<file path="config.mk">
export PLATFORM = sky130hd
export DESIGN_NAME = uart_baud_and_break_field_ctrl
export DESIGN_NICKNAME = d
export VERILOG_FILES = /design/src/inc/uart_brg_pkg.sv /design/src/inc/brg_if.sv /design/src/baud_divider.sv /design/src/uart_baud_and_break_field_ctrl.sv
export VERILOG_INCLUDE_DIRS = /design/src /design/src/inc
export SDC_FILE = /design/constraint.sdc
export NUM_CORES = 1
export LEC_CHECK = 0
export BUFFER_PORTS_ARGS = -buffer_cell sky130_fd_sc_hd__buf_2
export CAP_MARGIN = 0
export CORE_UTILIZATION = 30
export DETAILED_ROUTE_END_ITERATION = 10
export PLACE_DENSITY_LB_ADDON = 0.1
export SLEW_MARGIN = 40
export SYNTH_ARGS = -nofsm -noshare
export SYNTH_HDL_FRONTEND = slang
export SYNTH_SLANG_ARGS = --single-unit
export TNS_END_PERCENT = 30
</file>
<file path="constraint.sdc">
create_clock -name clk -period 3.54 [get_ports clk]
set_input_delay 0.708 -clock clk [delete_from_list [all_inputs] [get_ports clk]]
set_output_delay 0.708 -clock clk [all_outputs]
set_load 0.05 [all_outputs]
</file>
<file path="src/inc/uart_brg_params.svh">
// Offsets, field positions, reset values and counts of the baud and break control block
`ifndef UART_BRG_PARAMS_SVH
`define UART_BRG_PARAMS_SVH
`define ADDR_MODE 16'hff50
`define ADDR_CLKSEL 16'hff56
`define ADDR_DIVISOR 16'hff57
`define ADDR_BRKCTL 16'hff58
`define RST_MODE 8'h01
`define RST_CLKSEL 4'h0
`define RST_DIVISOR 8'hff
`define RST_BRKCTL 8'h16
`define BIT_POWER 7
`define BIT_TXE 6
`define BIT_RXE 5
`define BIT_RXSTAT 7
`define BIT_RXTRIG 6
`define BIT_TXTRIG 5
`define BIT_DIR 1
`define BIT_INV 0
`define K_MIN 8'h04
`define SEL_EXT 4'hb
`define SEL_MAX_DIV 4'ha
`define BREAK_MIN_BITS 5'h0b
`endif

</file>
<file path="src/inc/uart_brg_pkg.sv">
// Types shared by the baud and break control block
package uart_brg_pkg;
  typedef enum logic [1:0] {RX_IDLE, RX_WAIT_LOW, RX_COUNT} rx_state_e;
  typedef enum logic {TX_IDLE, TX_BREAK} tx_state_e;
endpackage : uart_brg_pkg

</file>
<file path="src/inc/brg_if.sv">
// Link between the register side and the baud divider
interface brg_if;
  logic [7:0] divisor; // Programmed k
  logic base_tick; // One pulse per base clock period
  logic run; // Transmit or receive enabled
  logic bit_tick; // One pulse per serial bit
  modport gen (input divisor, input base_tick, input run, output bit_tick);
  modport ctrl (output divisor, output base_tick, output run, input bit_tick);
endinterface : brg_if

</file>
<file path="src/baud_divider.sv">
// Eight-bit divider counter and halving stage giving the bit tick
`include "uart_brg_params.svh"
module baud_divider (
  input wire logic clk,
  input wire logic resetn,
  input wire logic clk_en,
  input wire logic power_n_async,
  brg_if.gen brg
);
  logic [7:0] cnt; // Base clock cycles counted
  logic half; // Halving toggle
  logic pulse; // Counter output pulse
  logic [7:0] eff_k; // Divisor actually used

  // Prohibited small settings are held at the least legal value
  assign eff_k = (brg.divisor < `K_MIN) ? `K_MIN : brg.divisor;

  // Counter restarts at k minus one; a rewrite with the same k changes nothing
  always_ff @(posedge clk or negedge power_n_async) begin
    if (!power_n_async) begin
      cnt <= 8'h00;
      pulse <= 1'b0;
    end else if (!resetn) begin
      cnt <= 8'h00;
      pulse <= 1'b0;
    end else if (clk_en) begin
      pulse <= 1'b0;
      if (!brg.run) begin
        cnt <= 8'h00; // Idle port clears the counter to zero
      end else if (brg.base_tick) begin
        if (cnt >= eff_k - 8'h01) begin
          cnt <= 8'h00;
          pulse <= 1'b1;
        end else begin
          cnt <= cnt + 8'h01;
        end
      end
    end
  end

  // Every second counter pulse is one bit
  always_ff @(posedge clk or negedge power_n_async) begin
    if (!power_n_async) begin
      half <= 1'b0;
      brg.bit_tick <= 1'b0;
    end else if (!resetn) begin
      half <= 1'b0;
      brg.bit_tick <= 1'b0;
    end else if (clk_en) begin
      brg.bit_tick <= pulse && half;
      if (!brg.run) begin
        half <= 1'b0;
      end else if (pulse) begin
        half <= ~half;
      end
    end
  end

  a_bit_half: assert property (@(posedge clk) disable iff (!resetn || !power_n_async)
    (clk_en && pulse && !half && brg.run) |=> !brg.bit_tick)
    else $error("bit tick on first counter pulse");
  a_div_wrap: assert property (@(posedge clk) disable iff (!resetn || !power_n_async)
    (clk_en && brg.run && brg.base_tick && cnt == eff_k - 8'h01) |=> pulse && cnt == 8'h00)
    else $error("divider did not wrap at k minus one");
endmodule : baud_divider

</file>
<file path="src/uart_baud_and_break_field_ctrl.sv">
// Baud divisor, base clock choice and break field control of an async serial port
`include "uart_brg_params.svh"
module uart_baud_and_break_field_ctrl (
  input wire logic clk,
  input wire logic resetn,
  input wire logic clk_en,
  input wire logic [15:0] reg_addr,
  input wire logic [7:0] reg_wdata,
  input wire logic reg_wr,
  input wire logic reg_rd,
  output logic [7:0] reg_rdata,
  input wire logic ext_base_tick,
  input wire logic serial_rx_line,
  output logic serial_tx_line,
  output logic bit_order_select,
  output logic break_rx_done,
  output logic transmit_complete_interrupt
);
  brg_if brg (); // Divider link

  logic [7:0] serial_mode_register; // Power and enables
  logic [3:0] base_clock_select; // Base clock choice
  logic [7:0] divisor_value; // Divisor k
  logic break_rx_status; // Reception in progress
  logic [2:0] break_length_code; // Sent break length
  logic tx_polarity_invert; // Transmit line inversion
  logic port_power_enable;
  logic transmit_enable;
  logic receive_enable;
  logic power_n_async; // Low clears internals at once
  logic [9:0] prescale; // Free base clock prescaler
  logic [9:0] sel_mask; // Prescaler bits that must be all ones
  logic [4:0] rx_bits; // Low bits counted on the receive line
  logic [4:0] tx_bits; // Break bits sent
  logic [4:0] tx_len; // Break length in bits
  logic wr_mode, wr_clksel, wr_div, wr_brk;
  logic rx_trig, tx_trig;
  logic rx_error; // Low shorter than a break
  uart_brg_pkg::rx_state_e rx_state;
  uart_brg_pkg::tx_state_e tx_state;

  // Mode fields; power low doubles as the asynchronous clear of all engines
  assign port_power_enable = serial_mode_register[`BIT_POWER];
  assign transmit_enable = serial_mode_register[`BIT_TXE];
  assign receive_enable = serial_mode_register[`BIT_RXE];
  assign power_n_async = port_power_enable;
  // Write decodes; unmapped addresses match none and are ignored
  assign wr_mode = reg_wr && reg_addr == `ADDR_MODE;
  assign wr_clksel = reg_wr && reg_addr == `ADDR_CLKSEL;
  assign wr_div = reg_wr && reg_addr == `ADDR_DIVISOR;
  assign wr_brk = reg_wr && reg_addr == `ADDR_BRKCTL;
  // Triggers take effect only with power and the matching enable on
  assign rx_trig = wr_brk && reg_wdata[`BIT_RXTRIG] && port_power_enable && receive_enable;
  assign tx_trig = wr_brk && reg_wdata[`BIT_TXTRIG] && port_power_enable && transmit_enable;
  assign rx_error = rx_state == uart_brg_pkg::RX_COUNT && serial_rx_line
    && rx_bits < `BREAK_MIN_BITS;

  // Length map: 101..111 give 13..15, 000..011 give 16..19, 100 gives 20
  always_comb begin
    if (break_length_code[2] && (break_length_code[1] || break_length_code[0])) begin
      tx_len = 5'd8 + {2'b00, break_length_code};
    end else begin
      tx_len = 5'd16 + {2'b00, break_length_code};
    end
  end

  // Mode and base clock select registers
  always_ff @(posedge clk) begin
    if (!resetn) begin
      serial_mode_register <= `RST_MODE;
      base_clock_select <= `RST_CLKSEL;
    end else if (clk_en) begin
      if (wr_mode) begin
        serial_mode_register <= reg_wdata;
      end
      if (wr_clksel) begin
        base_clock_select <= reg_wdata[3:0];
      end
    end
  end

  // Divisor register; software keeps it steady while enabled, refresh is harmless
  always_ff @(posedge clk) begin
    if (!resetn) begin
      divisor_value <= `RST_DIVISOR;
    end else if (clk_en && wr_div) begin
      divisor_value <= reg_wdata;
    end
  end

  // Break control settings; triggers are not stored, they start the engines
  always_ff @(posedge clk) begin
    if (!resetn) begin
      break_length_code <= 3'(`RST_BRKCTL >> 2);
      bit_order_select <= 1'(`RST_BRKCTL >> `BIT_DIR);
      tx_polarity_invert <= 1'(`RST_BRKCTL >> `BIT_INV);
    end else if (clk_en && wr_brk) begin
      break_length_code <= reg_wdata[4:2];
      bit_order_select <= reg_wdata[`BIT_DIR];
      tx_polarity_invert <= reg_wdata[`BIT_INV];
    end
  end

  // Prescaler runs only with power on
  always_ff @(posedge clk or negedge power_n_async) begin
    if (!power_n_async) begin
      prescale <= 10'h000;
    end else if (!resetn) begin
      prescale <= 10'h000;
    end else if (clk_en) begin
      prescale <= prescale + 10'h001;
    end
  end

  // Base tick: division by two to the select power, or the outside timer tick
  assign sel_mask = 10'((11'h001 << base_clock_select) - 11'h001);
  always_comb begin
    if (base_clock_select == `SEL_EXT) begin
      brg.base_tick = ext_base_tick;
    end else if (base_clock_select <= `SEL_MAX_DIV) begin
      brg.base_tick = (prescale & sel_mask) == sel_mask;
    end else begin
      brg.base_tick = 1'b0; // Unused codes stop the divider
    end
  end
  assign brg.divisor = divisor_value;
  assign brg.run = transmit_enable || receive_enable;

  baud_divider u_div (
    .clk(clk),
    .resetn(resetn),
    .clk_en(clk_en),
    .power_n_async(power_n_async),
    .brg(brg.gen)
  );

  // Break reception engine
  always_ff @(posedge clk or negedge power_n_async) begin
    if (!power_n_async) begin
      rx_state <= uart_brg_pkg::RX_IDLE;
      rx_bits <= 5'h00;
      break_rx_status <= 1'b0;
      break_rx_done <= 1'b0;
    end else if (!resetn || (clk_en && !receive_enable)) begin
      rx_state <= uart_brg_pkg::RX_IDLE;
      rx_bits <= 5'h00;
      break_rx_status <= 1'b0;
      break_rx_done <= 1'b0;
    end else if (clk_en) begin
      break_rx_done <= 1'b0;
      if (rx_trig) begin
        // A rewrite with the trigger set restarts detection
        rx_state <= uart_brg_pkg::RX_WAIT_LOW;
        rx_bits <= 5'h00;
        break_rx_status <= 1'b1;
      end else begin
        unique case (rx_state)
          uart_brg_pkg::RX_IDLE: begin
            rx_bits <= 5'h00;
          end
          uart_brg_pkg::RX_WAIT_LOW: begin
            rx_bits <= 5'h00;
            if (!serial_rx_line) begin
              rx_state <= uart_brg_pkg::RX_COUNT;
            end
          end
          uart_brg_pkg::RX_COUNT: begin
            if (serial_rx_line) begin
              rx_bits <= 5'h00;
              if (rx_error) begin
                rx_state <= uart_brg_pkg::RX_WAIT_LOW;
              end else begin
                rx_state <= uart_brg_pkg::RX_IDLE;
                break_rx_status <= 1'b0;
                break_rx_done <= 1'b1;
              end
            end else if (brg.bit_tick && rx_bits != 5'h1f) begin
              rx_bits <= rx_bits + 5'h01; // Saturates on very long lows
            end
          end
          // Unused state code falls back to idle rather than hanging
          default: begin
            rx_state <= uart_brg_pkg::RX_IDLE;
          end
        endcase
      end
    end
  end

  // Break transmission engine and line driver
  always_ff @(posedge clk or negedge power_n_async) begin
    if (!power_n_async) begin
      tx_state <= uart_brg_pkg::TX_IDLE;
      tx_bits <= 5'h00;
      serial_tx_line <= 1'b1;
      transmit_complete_interrupt <= 1'b0;
    end else if (!resetn || (clk_en && !transmit_enable)) begin
      tx_state <= uart_brg_pkg::TX_IDLE;
      tx_bits <= 5'h00;
      serial_tx_line <= ~tx_polarity_invert;
      transmit_complete_interrupt <= 1'b0;
    end else if (clk_en) begin
      transmit_complete_interrupt <= 1'b0;
      if (tx_trig) begin
        tx_state <= uart_brg_pkg::TX_BREAK;
        tx_bits <= 5'h00;
        serial_tx_line <= tx_polarity_invert;
      end else begin
        unique case (tx_state)
          uart_brg_pkg::TX_IDLE: begin
            serial_tx_line <= ~tx_polarity_invert;
          end
          uart_brg_pkg::TX_BREAK: begin
            serial_tx_line <= tx_polarity_invert;
            if (brg.bit_tick) begin
              if (tx_bits + 5'h01 >= tx_len) begin
                tx_state <= uart_brg_pkg::TX_IDLE;
                tx_bits <= 5'h00;
                serial_tx_line <= ~tx_polarity_invert;
                transmit_complete_interrupt <= 1'b1;
              end else begin
                tx_bits <= tx_bits + 5'h01;
              end
            end
          end
        endcase
      end
    end
  end

  // Read port: data one cycle after the strobe, unmapped reads zero
  always_ff @(posedge clk) begin
    if (!resetn) begin
      reg_rdata <= 8'h00;
    end else if (clk_en) begin
      reg_rdata <= 8'h00;
      if (reg_rd) begin
        unique case (reg_addr)
          `ADDR_MODE: reg_rdata <= serial_mode_register;
          `ADDR_CLKSEL: reg_rdata <= {4'h0, base_clock_select};
          `ADDR_DIVISOR: reg_rdata <= divisor_value;
          // Trigger bits always read zero
          `ADDR_BRKCTL: reg_rdata <= {break_rx_status, 2'b00, break_length_code,
            bit_order_select, tx_polarity_invert};
          default: reg_rdata <= 8'h00;
        endcase
      end
    end
  end

  // Checks on reset values, trigger reads and both break engines
  a_div_reset: assert property (@(posedge clk)
    (!resetn ##1 resetn) |-> divisor_value == 8'hff)
    else $error("divisor not all ones after reset");
  a_ctl_reset: assert property (@(posedge clk)
    (!resetn ##1 resetn) |-> {break_length_code, bit_order_select, tx_polarity_invert} == 5'h16)
    else $error("break control not 16 hex after reset");
  a_trig_read: assert property (@(posedge clk) disable iff (!resetn)
    (clk_en && reg_rd && reg_addr == `ADDR_BRKCTL) |=> reg_rdata[6:5] == 2'b00)
    else $error("trigger bit read as one");
  a_rx_start: assert property (@(posedge clk) disable iff (!resetn)
    (clk_en && rx_trig) |=> break_rx_status && rx_state == uart_brg_pkg::RX_WAIT_LOW)
    else $error("reception did not start on trigger");
  a_rx_error: assert property (@(posedge clk) disable iff (!resetn)
    (clk_en && receive_enable && rx_error && !rx_trig) |=> break_rx_status
      && rx_state == uart_brg_pkg::RX_WAIT_LOW)
    else $error("reception error did not return to waiting");
  a_power_clear: assert property (@(posedge clk)
    !port_power_enable |-> !break_rx_status && tx_state == uart_brg_pkg::TX_IDLE)
    else $error("internals active with power off");
  a_rxe_clear: assert property (@(posedge clk) disable iff (!resetn)
    (clk_en && !receive_enable) |=> !break_rx_status)
    else $error("status kept with reception disabled");
  a_tx_level: assert property (@(posedge clk) disable iff (!resetn)
    (clk_en && transmit_enable && tx_state == uart_brg_pkg::TX_BREAK && !brg.bit_tick
      && !wr_brk && !wr_mode) |=> serial_tx_line == tx_polarity_invert)
    else $error("break level wrong for polarity");
  a_tx_length: assert property (@(posedge clk) disable iff (!resetn)
    (clk_en && transmit_enable && !tx_trig && tx_state == uart_brg_pkg::TX_BREAK
      && brg.bit_tick && tx_bits + 5'h01 == tx_len) |=> transmit_complete_interrupt)
    else $error("break did not end at its length");
  a_done_pulse: assert property (@(posedge clk) disable iff (!resetn)
    (clk_en && break_rx_done) |=> !break_rx_done)
    else $error("break received pulse longer than one cycle");
  a_tx_pulse: assert property (@(posedge clk) disable iff (!resetn)
    (clk_en && transmit_complete_interrupt) |=> !transmit_complete_interrupt)
    else $error("break sent pulse longer than one cycle");
endmodule : uart_baud_and_break_field_ctrl

</file>
* Yosys cells after proc, flatten, opt, wreduce, memory -nomap -nowiden *
Index checks and enable logic that the tools add are counted.

storage, ports and cells
  flip-flop bits (word level) = 71
  input port bits = 31
  output and inout bits = 12
  logic and storage cells = 171

cells by class
  add/subtract/negate cells = 8
  $lt $le $gt $ge = 5
  eq/ne operators = 17
  shifts and indexed selects = 1
  muxes and demuxes = 73
  bitwise operators = 4
  reduce and logical (&&, ||, !) cells = 43

operators by type and width
  cell                   count
  $eq 16x16->1 const B   4
  $mux 5                 12
  $mux 8                 7
  $mux 1                 43
  $pmux 8 s4             1
  $mux 10                2
  $logic_and 1x1->1      19
  $reduce_bool 3->1      4
  $add 10x1->10 const B  1
  $add 5x1->5 const B    2
  $and 10x10->10         1
  $eq 10x10->1           1
  $mux 2                 5
  $pmux 5 s2             1
  $shl 1x4->10 const A   1
  $sub 10x1->10 const B  1
  $ne 3x3->1 const B     3
  $add 8x1->8 const B    1
  $ge 8x8->1             1
  $lt 8x3->1 const B     1
  $reduce_and 2->1       4
  $reduce_and 4->1       2
  $sub 8x1->8 const B    1
  $pmux 2 s3             1
  23 further kinds       32

* Longest topological paths before layout *
Gate-level depths: netlist of the first run.

  depth in word-level cells = 10
  gate-level depth with buffers = 14

* Modules after synthesis *
A second synthesis of the first run with hierarchy kept.

second synthesis, totals
  cell total of the unflattened synthesis = 478
  area, all modules = 4326.6 um^2

by module, submodules not included
  module                          times used  cells each  area an instance (um^2)  sequential area each (um^2)
  uart_baud_and_break_field_ctrl  1           377         3433.3                   1337.5
  baud_divider                    1           101         893.4                    275.3

* Worst setup path before layout of the first run *
OpenSTA, ideal clock, no wires.

  kind = reg-to-reg
  from = reg divisor_value[3] (netlist: brg.divisor[3])
  to = reg u_div.cnt[2]
  library setup time = 0.076 ns
  arrival time = 3.118 ns
  setup slack = 0.346 ns
  cell stages (with the launch flop) = 15
  buffers on the path = 1
  cell sequence = dfxtp_1 > nor2_1 > or4b_2 > o21ai_0 > ha_1 > nor3b_1 > xnor2_1 > ha_1 > a2111oi_0 > nand2_1 > o22a_1 > a211oi_2 > buf_4 > a21oi_1 > o21ai_1

on the way
  longest elaborated chain between the ends = 9

RTL lines
  element                 RTL line                              RTL
  start, declared         uart_baud_and_break_field_ctrl.sv:23  logic [7:0] divisor_value;
  start signal, assigned  uart_baud_and_break_field_ctrl.sv:85  divisor_value <= `RST_DIVISOR;
  start signal, assigned  uart_baud_and_break_field_ctrl.sv:87  divisor_value <= reg_wdata;
  $lt 8x3->1 (no line)    -
  $mux 8 *                baud_divider.sv:16                    assign eff_k = (brg.divisor < `K_MIN) ? `K_MIN : brg.divisor;
  $sub 8x1->8 *           baud_divider.sv:31                    if (cnt >= eff_k - 8'h01) begin
  $ge 8x8->1 *            baud_divider.sv:31
  $mux 8 *                baud_divider.sv:31
  $mux 8 *                baud_divider.sv:30                    end else if (brg.base_tick) begin
  $mux 8 *                baud_divider.sv:28                    if (!brg.run) begin
  $mux 8 *                baud_divider.sv:26                    end else if (clk_en) begin
  $mux 8 *                baud_divider.sv:23                    end else if (!resetn) begin
  end signal, assigned    baud_divider.sv:35                    cnt <= cnt + 8'h01;
  end, declared           baud_divider.sv:10                    logic [7:0] cnt;

Every way passes the cells marked *; elsewhere a longest branch is shown, timed or not. The select of a mux whose other input is x is not followed.
A chain may end at the register's enable or synchronous reset.

* Worst setup path after layout of the first run *
  from = reg divisor_value[3] (netlist: brg.divisor[3])
  to = reg u_div.cnt[6]

The elaborated chain is that of the path after synthesis.

==> summary.md, run 1 <==
| Metric | Value |
|---|---|
| Min cycle time layout | 3330 ps |
| Max-slew violations | 0 |
| Synth unique cells | 57 |
| F_max | 300 MHz |
| Vias in the first global route | 3,335 |
| Synth warn | 0 |
| Hpwl dp | 8.07 mm |
| Worst-Skew Late Latency | 340 ps |
| WS Path Type | flip-flop to flip-flop |
| Port Buffers | 42 |
| Mapped Area | 0.00417 mm² |
| Deepest clock path buffer count | 2 |
| Layout cells sized above 1 | 17.7% |
| Starting Density | 31.1% |
| Setup-failing EPs final | 0 |
| Residual DRC | 0 |
| Post-synth EDFFs | 0 |
| Worst setup EP type | flip-flop |
| Clk sinks | 71 |
| Drt pass-1 iters | 4 |
| CTS buffer count | 9 |
| Fin Hold WS | 331 ps |
| First-pass GRT wire length | 17.4 mm |
| Finished Cell Area | 0.00500 mm² |
| Slowest CP cell | or4b_2 |
| Synth area leaders | dfrtp_1 22%, dfxtp_1 16%, mux2i_1 8.9% |
| Synth area leader | dfrtp_1 |
| Hold WC Path Type | flip-flop to asynchronous set/reset pin |
| Post-synth top flop | dfrtp_1 |
| Antenna Nets Post-Route | 0 |
| DR WL/cell | 15.4 µm |
| Placed cell area | 0.00469 mm² |
| Hold Buf Count CTS | 0 |
| Overall Power | 0.00179 W |
| Diode count | 0 |
| Mean Syn Cell Area | 8.98 µm² |
| Top Ports | 43 |
| Fin Clk Skew | 8.61 ps |
| Flops & latches, synth | 71 |
| GRT Resource Usage Total | 15.8% |
| Most common cell on crit path | ha_1 |
| Initial drt markers | 204 |
| Gpl congestion | 0.788 |
| PD cells | 358 mW/mm² |
| Slew @ Worst Pin | 585 ps |
| Status | finished clean |
| Mapped Cells | 464 |
| Core area | 0.0134 mm² |
| Htree depth | 3 |
| Die width | 120 µm |
| Largest stage delay on the critical path | 660 ps |
| Clock transition at path regs | 60 ps |
| Slew headroom | 60.9% |
| Ys async rst share | 53.5% |
| Crit start category | flip-flop |
| Post-synth net total | 515 |
| Die Footprint | 0.0144 mm² |
| P_leak | 2.12 nW |
| Post-route setup slack | 206 ps |
| Row count | 42 |
| CTS tree | done |
| Crit path DAT | 3610 ps |
| Max Cap Violations | 0 |
| WP buf/inv | 1 |
| Area Overhead vs Synth | 19.8% |
| Layout Nets | 572 |
| Routed via count | 3,481 |
| Critical Path Fanout Max | 11 |
| Initial antenna violation count | 0 |
| Final hold viol count | 0 |
| Kind of cell adding the most delay to the critical path | simple AND/OR/NAND/NOR gates |
| Register area share after synthesis | 38.7% |
| Die H | 120 µm |
| Largest net degree at the start of global routing | 41 |
| Yosys top cell area share | 22.2% |
| CTS root buffer | clkbuf_16 |
| Via/cell ratio | 4.96 |
| Setup_tns | 0 ps |
| Final worst path period share | 94.2% |
| Pre-CTS setup slack | 104 ps |
| Routed Wire Length | 10.8 mm |
| Worst VDD drop | 228 µV |
| Critical-path cell list | nor2_1 > or4b_2 > o21ai_2 > ha_1 > nor3b_1 > xnor2_1 > ha_1 > a2111oi_1 > nand2_1 > o22a_1 > a211oi_2 > buf_4 > a21o_1 > a22o_1 |
| Required time of the critical path | 3820 ps |
| Total gr overflow | 0 |
-- where the power goes --
group | total, W | switching (W) | internal [W]
Clock | 0.000893 | 0.000336 | 0.000557
Sequential | 0.000812 | 0.00000284 | 0.000809
Combinational | 0.0000852 | 0.0000507 | 0.0000345
-- metrics by stage --
stage	utilization (%)	cells
global route	37.3	702
floorplan	-	464
finish	37.3	702
global placement	35.0	686
detailed placement	35.0	686
CTS	37.2	702
-- synth_stat cells (3+ instances only) --
cell type and n:
a21o_1 7, o22ai_1 4, nor3_1 8, nand2b_1 9, nand3_1 17, dfrtp_1 37, ha_1 20, xor2_1 5
nor2_1 16, a21boi_0 8, nand4_1 8, nor2b_1 23, or3_1 6, o31ai_1 3, o21ai_0 26, a22o_1 9
a21oi_1 16, mux2_2 3, mux2i_1 37, nor3b_1 3, and2_1 8, a22oi_1 3, dfxtp_1 33, o21ai_1 3
clkbuf_1 14, inv_1 17, and3_1 6, nand2_1 60, xnor2_1 12, a2111oi_0 3, nor4_1 4
-- flip-flops by register name, indices dropped and copies added (netlist names), 4 cells and up --
signal,flops
serial_mode_register,8
brg.divisor,8
tx_bits,5
base_clock_select,4
rx_bits,5
u_div.cnt,8
reg_rdata,8
prescale,10
-- area by class of cell --
type / instances / area (µm²)
multi-input combinational: 358 / 2430
inverter: 17 / 63.8
sequential: 71 / 1610
fill: 1415 / 8400
tap: 176 / 220
timing repair buffer: 64 / 375
clock buffer: 16 / 293
-- cell usage in the layout (no fill, tap or decap), drive strengths merged, types with 3 or more instances in the layout --
| cell type | n |
|---|---|
| a2111oi | 3 |
| a211oi | 3 |
| a21boi | 8 |
| a21o | 7 |
| a21oi | 17 |
| a22o | 9 |
| a22oi | 3 |
| and2 | 8 |
| and3 | 6 |
| buf | 64 |
| clkbuf | 16 |
| dfrtp | 37 |
| dfxtp | 33 |
| ha | 20 |
| inv | 17 |
| mux2 | 3 |
| mux2i | 37 |
| nand2 | 60 |
| nand2b | 9 |
| nand3 | 17 |
| nand4 | 8 |
| nor2 | 16 |
| nor2b | 23 |
| nor3 | 10 |
| nor3b | 3 |
| nor4 | 4 |
| o21ai | 29 |
| o22ai | 4 |
| o31ai | 3 |
| or3 | 6 |
| xnor2 | 12 |
| xor2 | 5 |
-- final timing paths --
check                               endpoint                     from  slack [ps]  cells past startpoint
worst max-delay path            u_div.cnt[6]           brg.divisor[3]         210                     14
worst max register to register  u_div.cnt[6]           brg.divisor[3]         210                     14
worst min register to register    tx_bits[0]  serial_mode_register[7]         330                      1
max in group asynchronous       u_div.cnt[1]  serial_mode_register[7]        2810                      1
worst min-delay path              tx_bits[0]  serial_mode_register[7]         330                      1
min in group clk                reg_rdata[4]             reg_rdata[4]         460                      2
-- routing by layer --
layer  GRT usage (%)  vias up  routed length (µm)
met3            4.37       10                 291
met4            4.69        0                 116
met5               0        -                   0
li1                -     1782                   -
met2            26.7       31                5240
met1            19.6     1658                5160
-- timing repair --
| item | 4_1_cts | 5_1_grt |
|---|---|---|
| resized for setup | 0 | 6 |
| setup buffers | 0 | 0 |
| endpoints found under the setup margin | 0 | 8 |
| endpoints found under the hold margin | 0 | 0 |
-- kinds of logic (layout without fill, tap and decap cells) --
logic type                 count (synthesis)  count (layout)  synth area share [%]
and+or+nand+nor                          179             179                  22.3
AOI/OAI and AO/OA                        102             102                  16.4
DFF                                       71              71                  38.7
muxes                                     40              40                  9.69
buffers and inverters                     35              97                  3.30
adders and majority gates                 20              20                  6.00
xor gates and xnor gates                  17              17                  3.57
Power figures use the tool's default switching activity.
==> inputs of run 2 (changes only) <==
--- a/config.mk
+++ b/config.mk
@@ -10,6 +10,7 @@
 export CAP_MARGIN = 0
 export CORE_UTILIZATION = 30
 export DETAILED_ROUTE_END_ITERATION = 10
+export MAX_ROUTING_LAYER = met4
 export PLACE_DENSITY_LB_ADDON = 0.1
 export SLEW_MARGIN = 40
 export SYNTH_ARGS = -nofsm -noshare
==> constraint.sdc (replaced) <==
create_clock -name clk -period 3.4 [get_ports clk]
set_input_delay 0.51 -clock clk [delete_from_list [all_inputs] [get_ports clk]]
set_output_delay 0.51 -clock clk [all_outputs]
set_load 0.05 [all_outputs]
==> summary.md, run 2 (synthesized netlist as in run 1, its figures left out) <==
| Metric | Value |
|---|---|
| Min cycle time layout | 3190 ps (-146 ps) |
| Htree depth | 3 (unchanged) |
| Total gr overflow | 0 (unchanged) |
| Non-Filler Instances | 701 (-0.14%) |
| Diode count | 0 (unchanged) |
| First-pass GRT wire length | 18.0 mm (+3.4%) |
| Die H | 120 µm (unchanged) |
| Port Buffers | 42 (unchanged) |
| Placed cell count | 685 (-0.15%) |
| Drt pass-1 iters | 4 (unchanged) |
| Fin Clk Skew | 7.84 ps (-0.768 ps) |
| Fill count | 1,366 (-3.5%) |
| Vias in the first global route | 3,435 (+3.0%) |
| Initial drt markers | 240 (+18%) |
| Final worst path period share | 93.8% (-0.42 points) |
| Final hold viol count | 0 (unchanged) |
| Crit path DAT | 3470 ps (-140 ps) |
| Worst setup EP type | flip-flop |
| Largest net degree at the start of global routing | 41 (unchanged) |
| Reg-to-reg startpoint | brg.divisor[3] |
| RR Endpoint | u_div.cnt[6] |
| DR WL/cell | 15.7 µm (+1.7%) |
| Post-Route Utilization | 37.5% (+0.24 points) |
| Worst VDD drop | 212 µV (-6.9%) |
| Top reg by flops | prescale |
| Hold WC Path Type | flip-flop to asynchronous set/reset pin |
| Routed via count | 3,522 (+1.2%) |
| Commonest non-fill, non-tap cell in the layout | nand2_1 |
| Status | finished clean |
| CTS root buffer | clkbuf_16 |
| RSZ-0062 raised after global routing | no |
| Via/cell ratio | 5.02 (+1.3%) |
| WS Path Type | flip-flop to flip-flop |
| Most frequent cells in the layout | 60 x nand2_1, 42 x buf_2, 37 x mux2i_1, 37 x dfrtp_1, 32 x dfxtp_1 |
| Post-route setup slack | 212 ps (+6.27 ps) |
| Starting Density | 31.1% (unchanged) |
| Layout Nets | 571 (-0.17%) |
| Critical Path Fanout Max | 11 (unchanged) |
| Overall Power | 0.00194 W (+8.6%) |
| Hpwl dp | 7.98 mm (-1.1%) |
| Area Overhead vs Synth | 20.6% |
| Initial antenna violation count | 0 (unchanged) |
| Pre-CTS setup slack | -33.5 ps (-138 ps) |
| Setup_tns | 0 ps (unchanged) |
| Hold Buf Count CTS | 0 (unchanged) |
| Gpl congestion | 0.791 (+0.37%) |
| Routed Wire Length | 11.0 mm (+1.5%) |
| # Post-CTS Setup Buffers | 0 (unchanged) |
| Clk sinks | 71 (unchanged) |
| Worst reg2reg path depth | 14 (unchanged) |
| PD cells | 387 mW/mm² (+7.9%) |
| Clock transition at path regs | 60 ps (about the same) |
| Worst R2R Setup Slack | 210 ps (about the same) |
| Max-slew violations | 0 (unchanged) |
| F_max | 314 MHz (+4.6%) |
| Required time of the critical path | 3680 ps (-140 ps) |
| Antenna Nets Post-Route | 0 (unchanged) |
| Slew headroom | 57.4% (-3.4 points) |
| CTS tree | done |
| P_leak | 2.13 nW (+0.58%) |
| Row count | 42 (unchanged) |
| Residual DRC | 0 (unchanged) |
| CTS buffer count | 9 (unchanged) |
| GRT Resource Usage Total | 16.7% (+0.91 points) |
| Crit start category | flip-flop |
| Die Footprint | 0.0144 mm² (unchanged) |
| Worst-Skew Late Latency | 350 ps (about the same) |
| Slew @ Worst Pin | 633 ps (+48.0 ps) |
| Deepest clock path buffer count | 2 (unchanged) |
| Number of flip-flops under the largest register name | 10 (unchanged) |
| Core area | 0.0134 mm² (unchanged) |
| Die width | 120 µm (unchanged) |
| Max Cap Violations | 0 (unchanged) |
| Layout cells sized above 1 | 18.7% (+0.99 points) |
| Top Ports | 43 (unchanged) |
| Setup-failing EPs final | 0 (unchanged) |
run 2: how the worst max path moves through the flow:
stage | from | end | slack, ps | cells after the start
final | brg.divisor[3] | u_div.cnt[6] | 210 | 14
after global placement | brg.divisor[3] | u_div.cnt[6] | 80 | 14
after detailed placement | brg.divisor[3] | u_div.cnt[6] | -30 | 14
after floorplan | brg.divisor[3] | u_div.cnt[2] | 210 | 14
after global routing | brg.divisor[3] | u_div.cnt[6] | 110 | 14
after CTS | brg.divisor[3] | u_div.cnt[6] | 6 | 14
run 2: metrics by stage:
step | hold slack [ps] | instance area (µm²)
4_1_cts | 377 | 5000
6_report | 343 | 5030
2_1_floorplan | 441 | 4170
3_3_place_gp | 369 | 4680
3_5_place_dp | 376 | 4680
5_1_grt | 411 | 5030
run 2: metal layers:
metal	routed length, µm	track usage, %
met1	5190	20.8
met2	5400	26.8
met3	305	4.47
met4	81	4.53
met5	0	-
run 2: final cells by class:
cell class,count,area [µm²],area share [%]
Inverter,17,63.8,1.27
Clock inverter,5,53.8,1.07
Timing Repair Buffer,63,372,7.39
Multi-Input combinational cell,358,2440,48.5
Tap cell,176,220,4.38
Clock buffer,11,264,5.25
Sequential cell,71,1610,32.1
run 2: power by group:
part | switching (W) | internal [W]
registers | 0.00000317 | 0.000842
logic | 0.0000530 | 0.0000344
clock network | 0.000382 | 0.000630
run 2: timing repair:
action,CTS,global route
gates resized for setup,1,9
endpoints found under the setup margin,5,8
pin swaps,0,0
run 2: worst max-delay path, cell delays in order (launching register included):
cell	delay (ps)
dfxtp_1	310
nor2_1	120
or4b_4	500
o21ai_2	160
ha_2	230
nand3b_1	110
xor2_1	160
ha_1	180
a2111oi_1	350
nand2_1	110
o22a_1	280
a211oi_2	190
buf_6	180
a21o_1	120
a22o_1	110
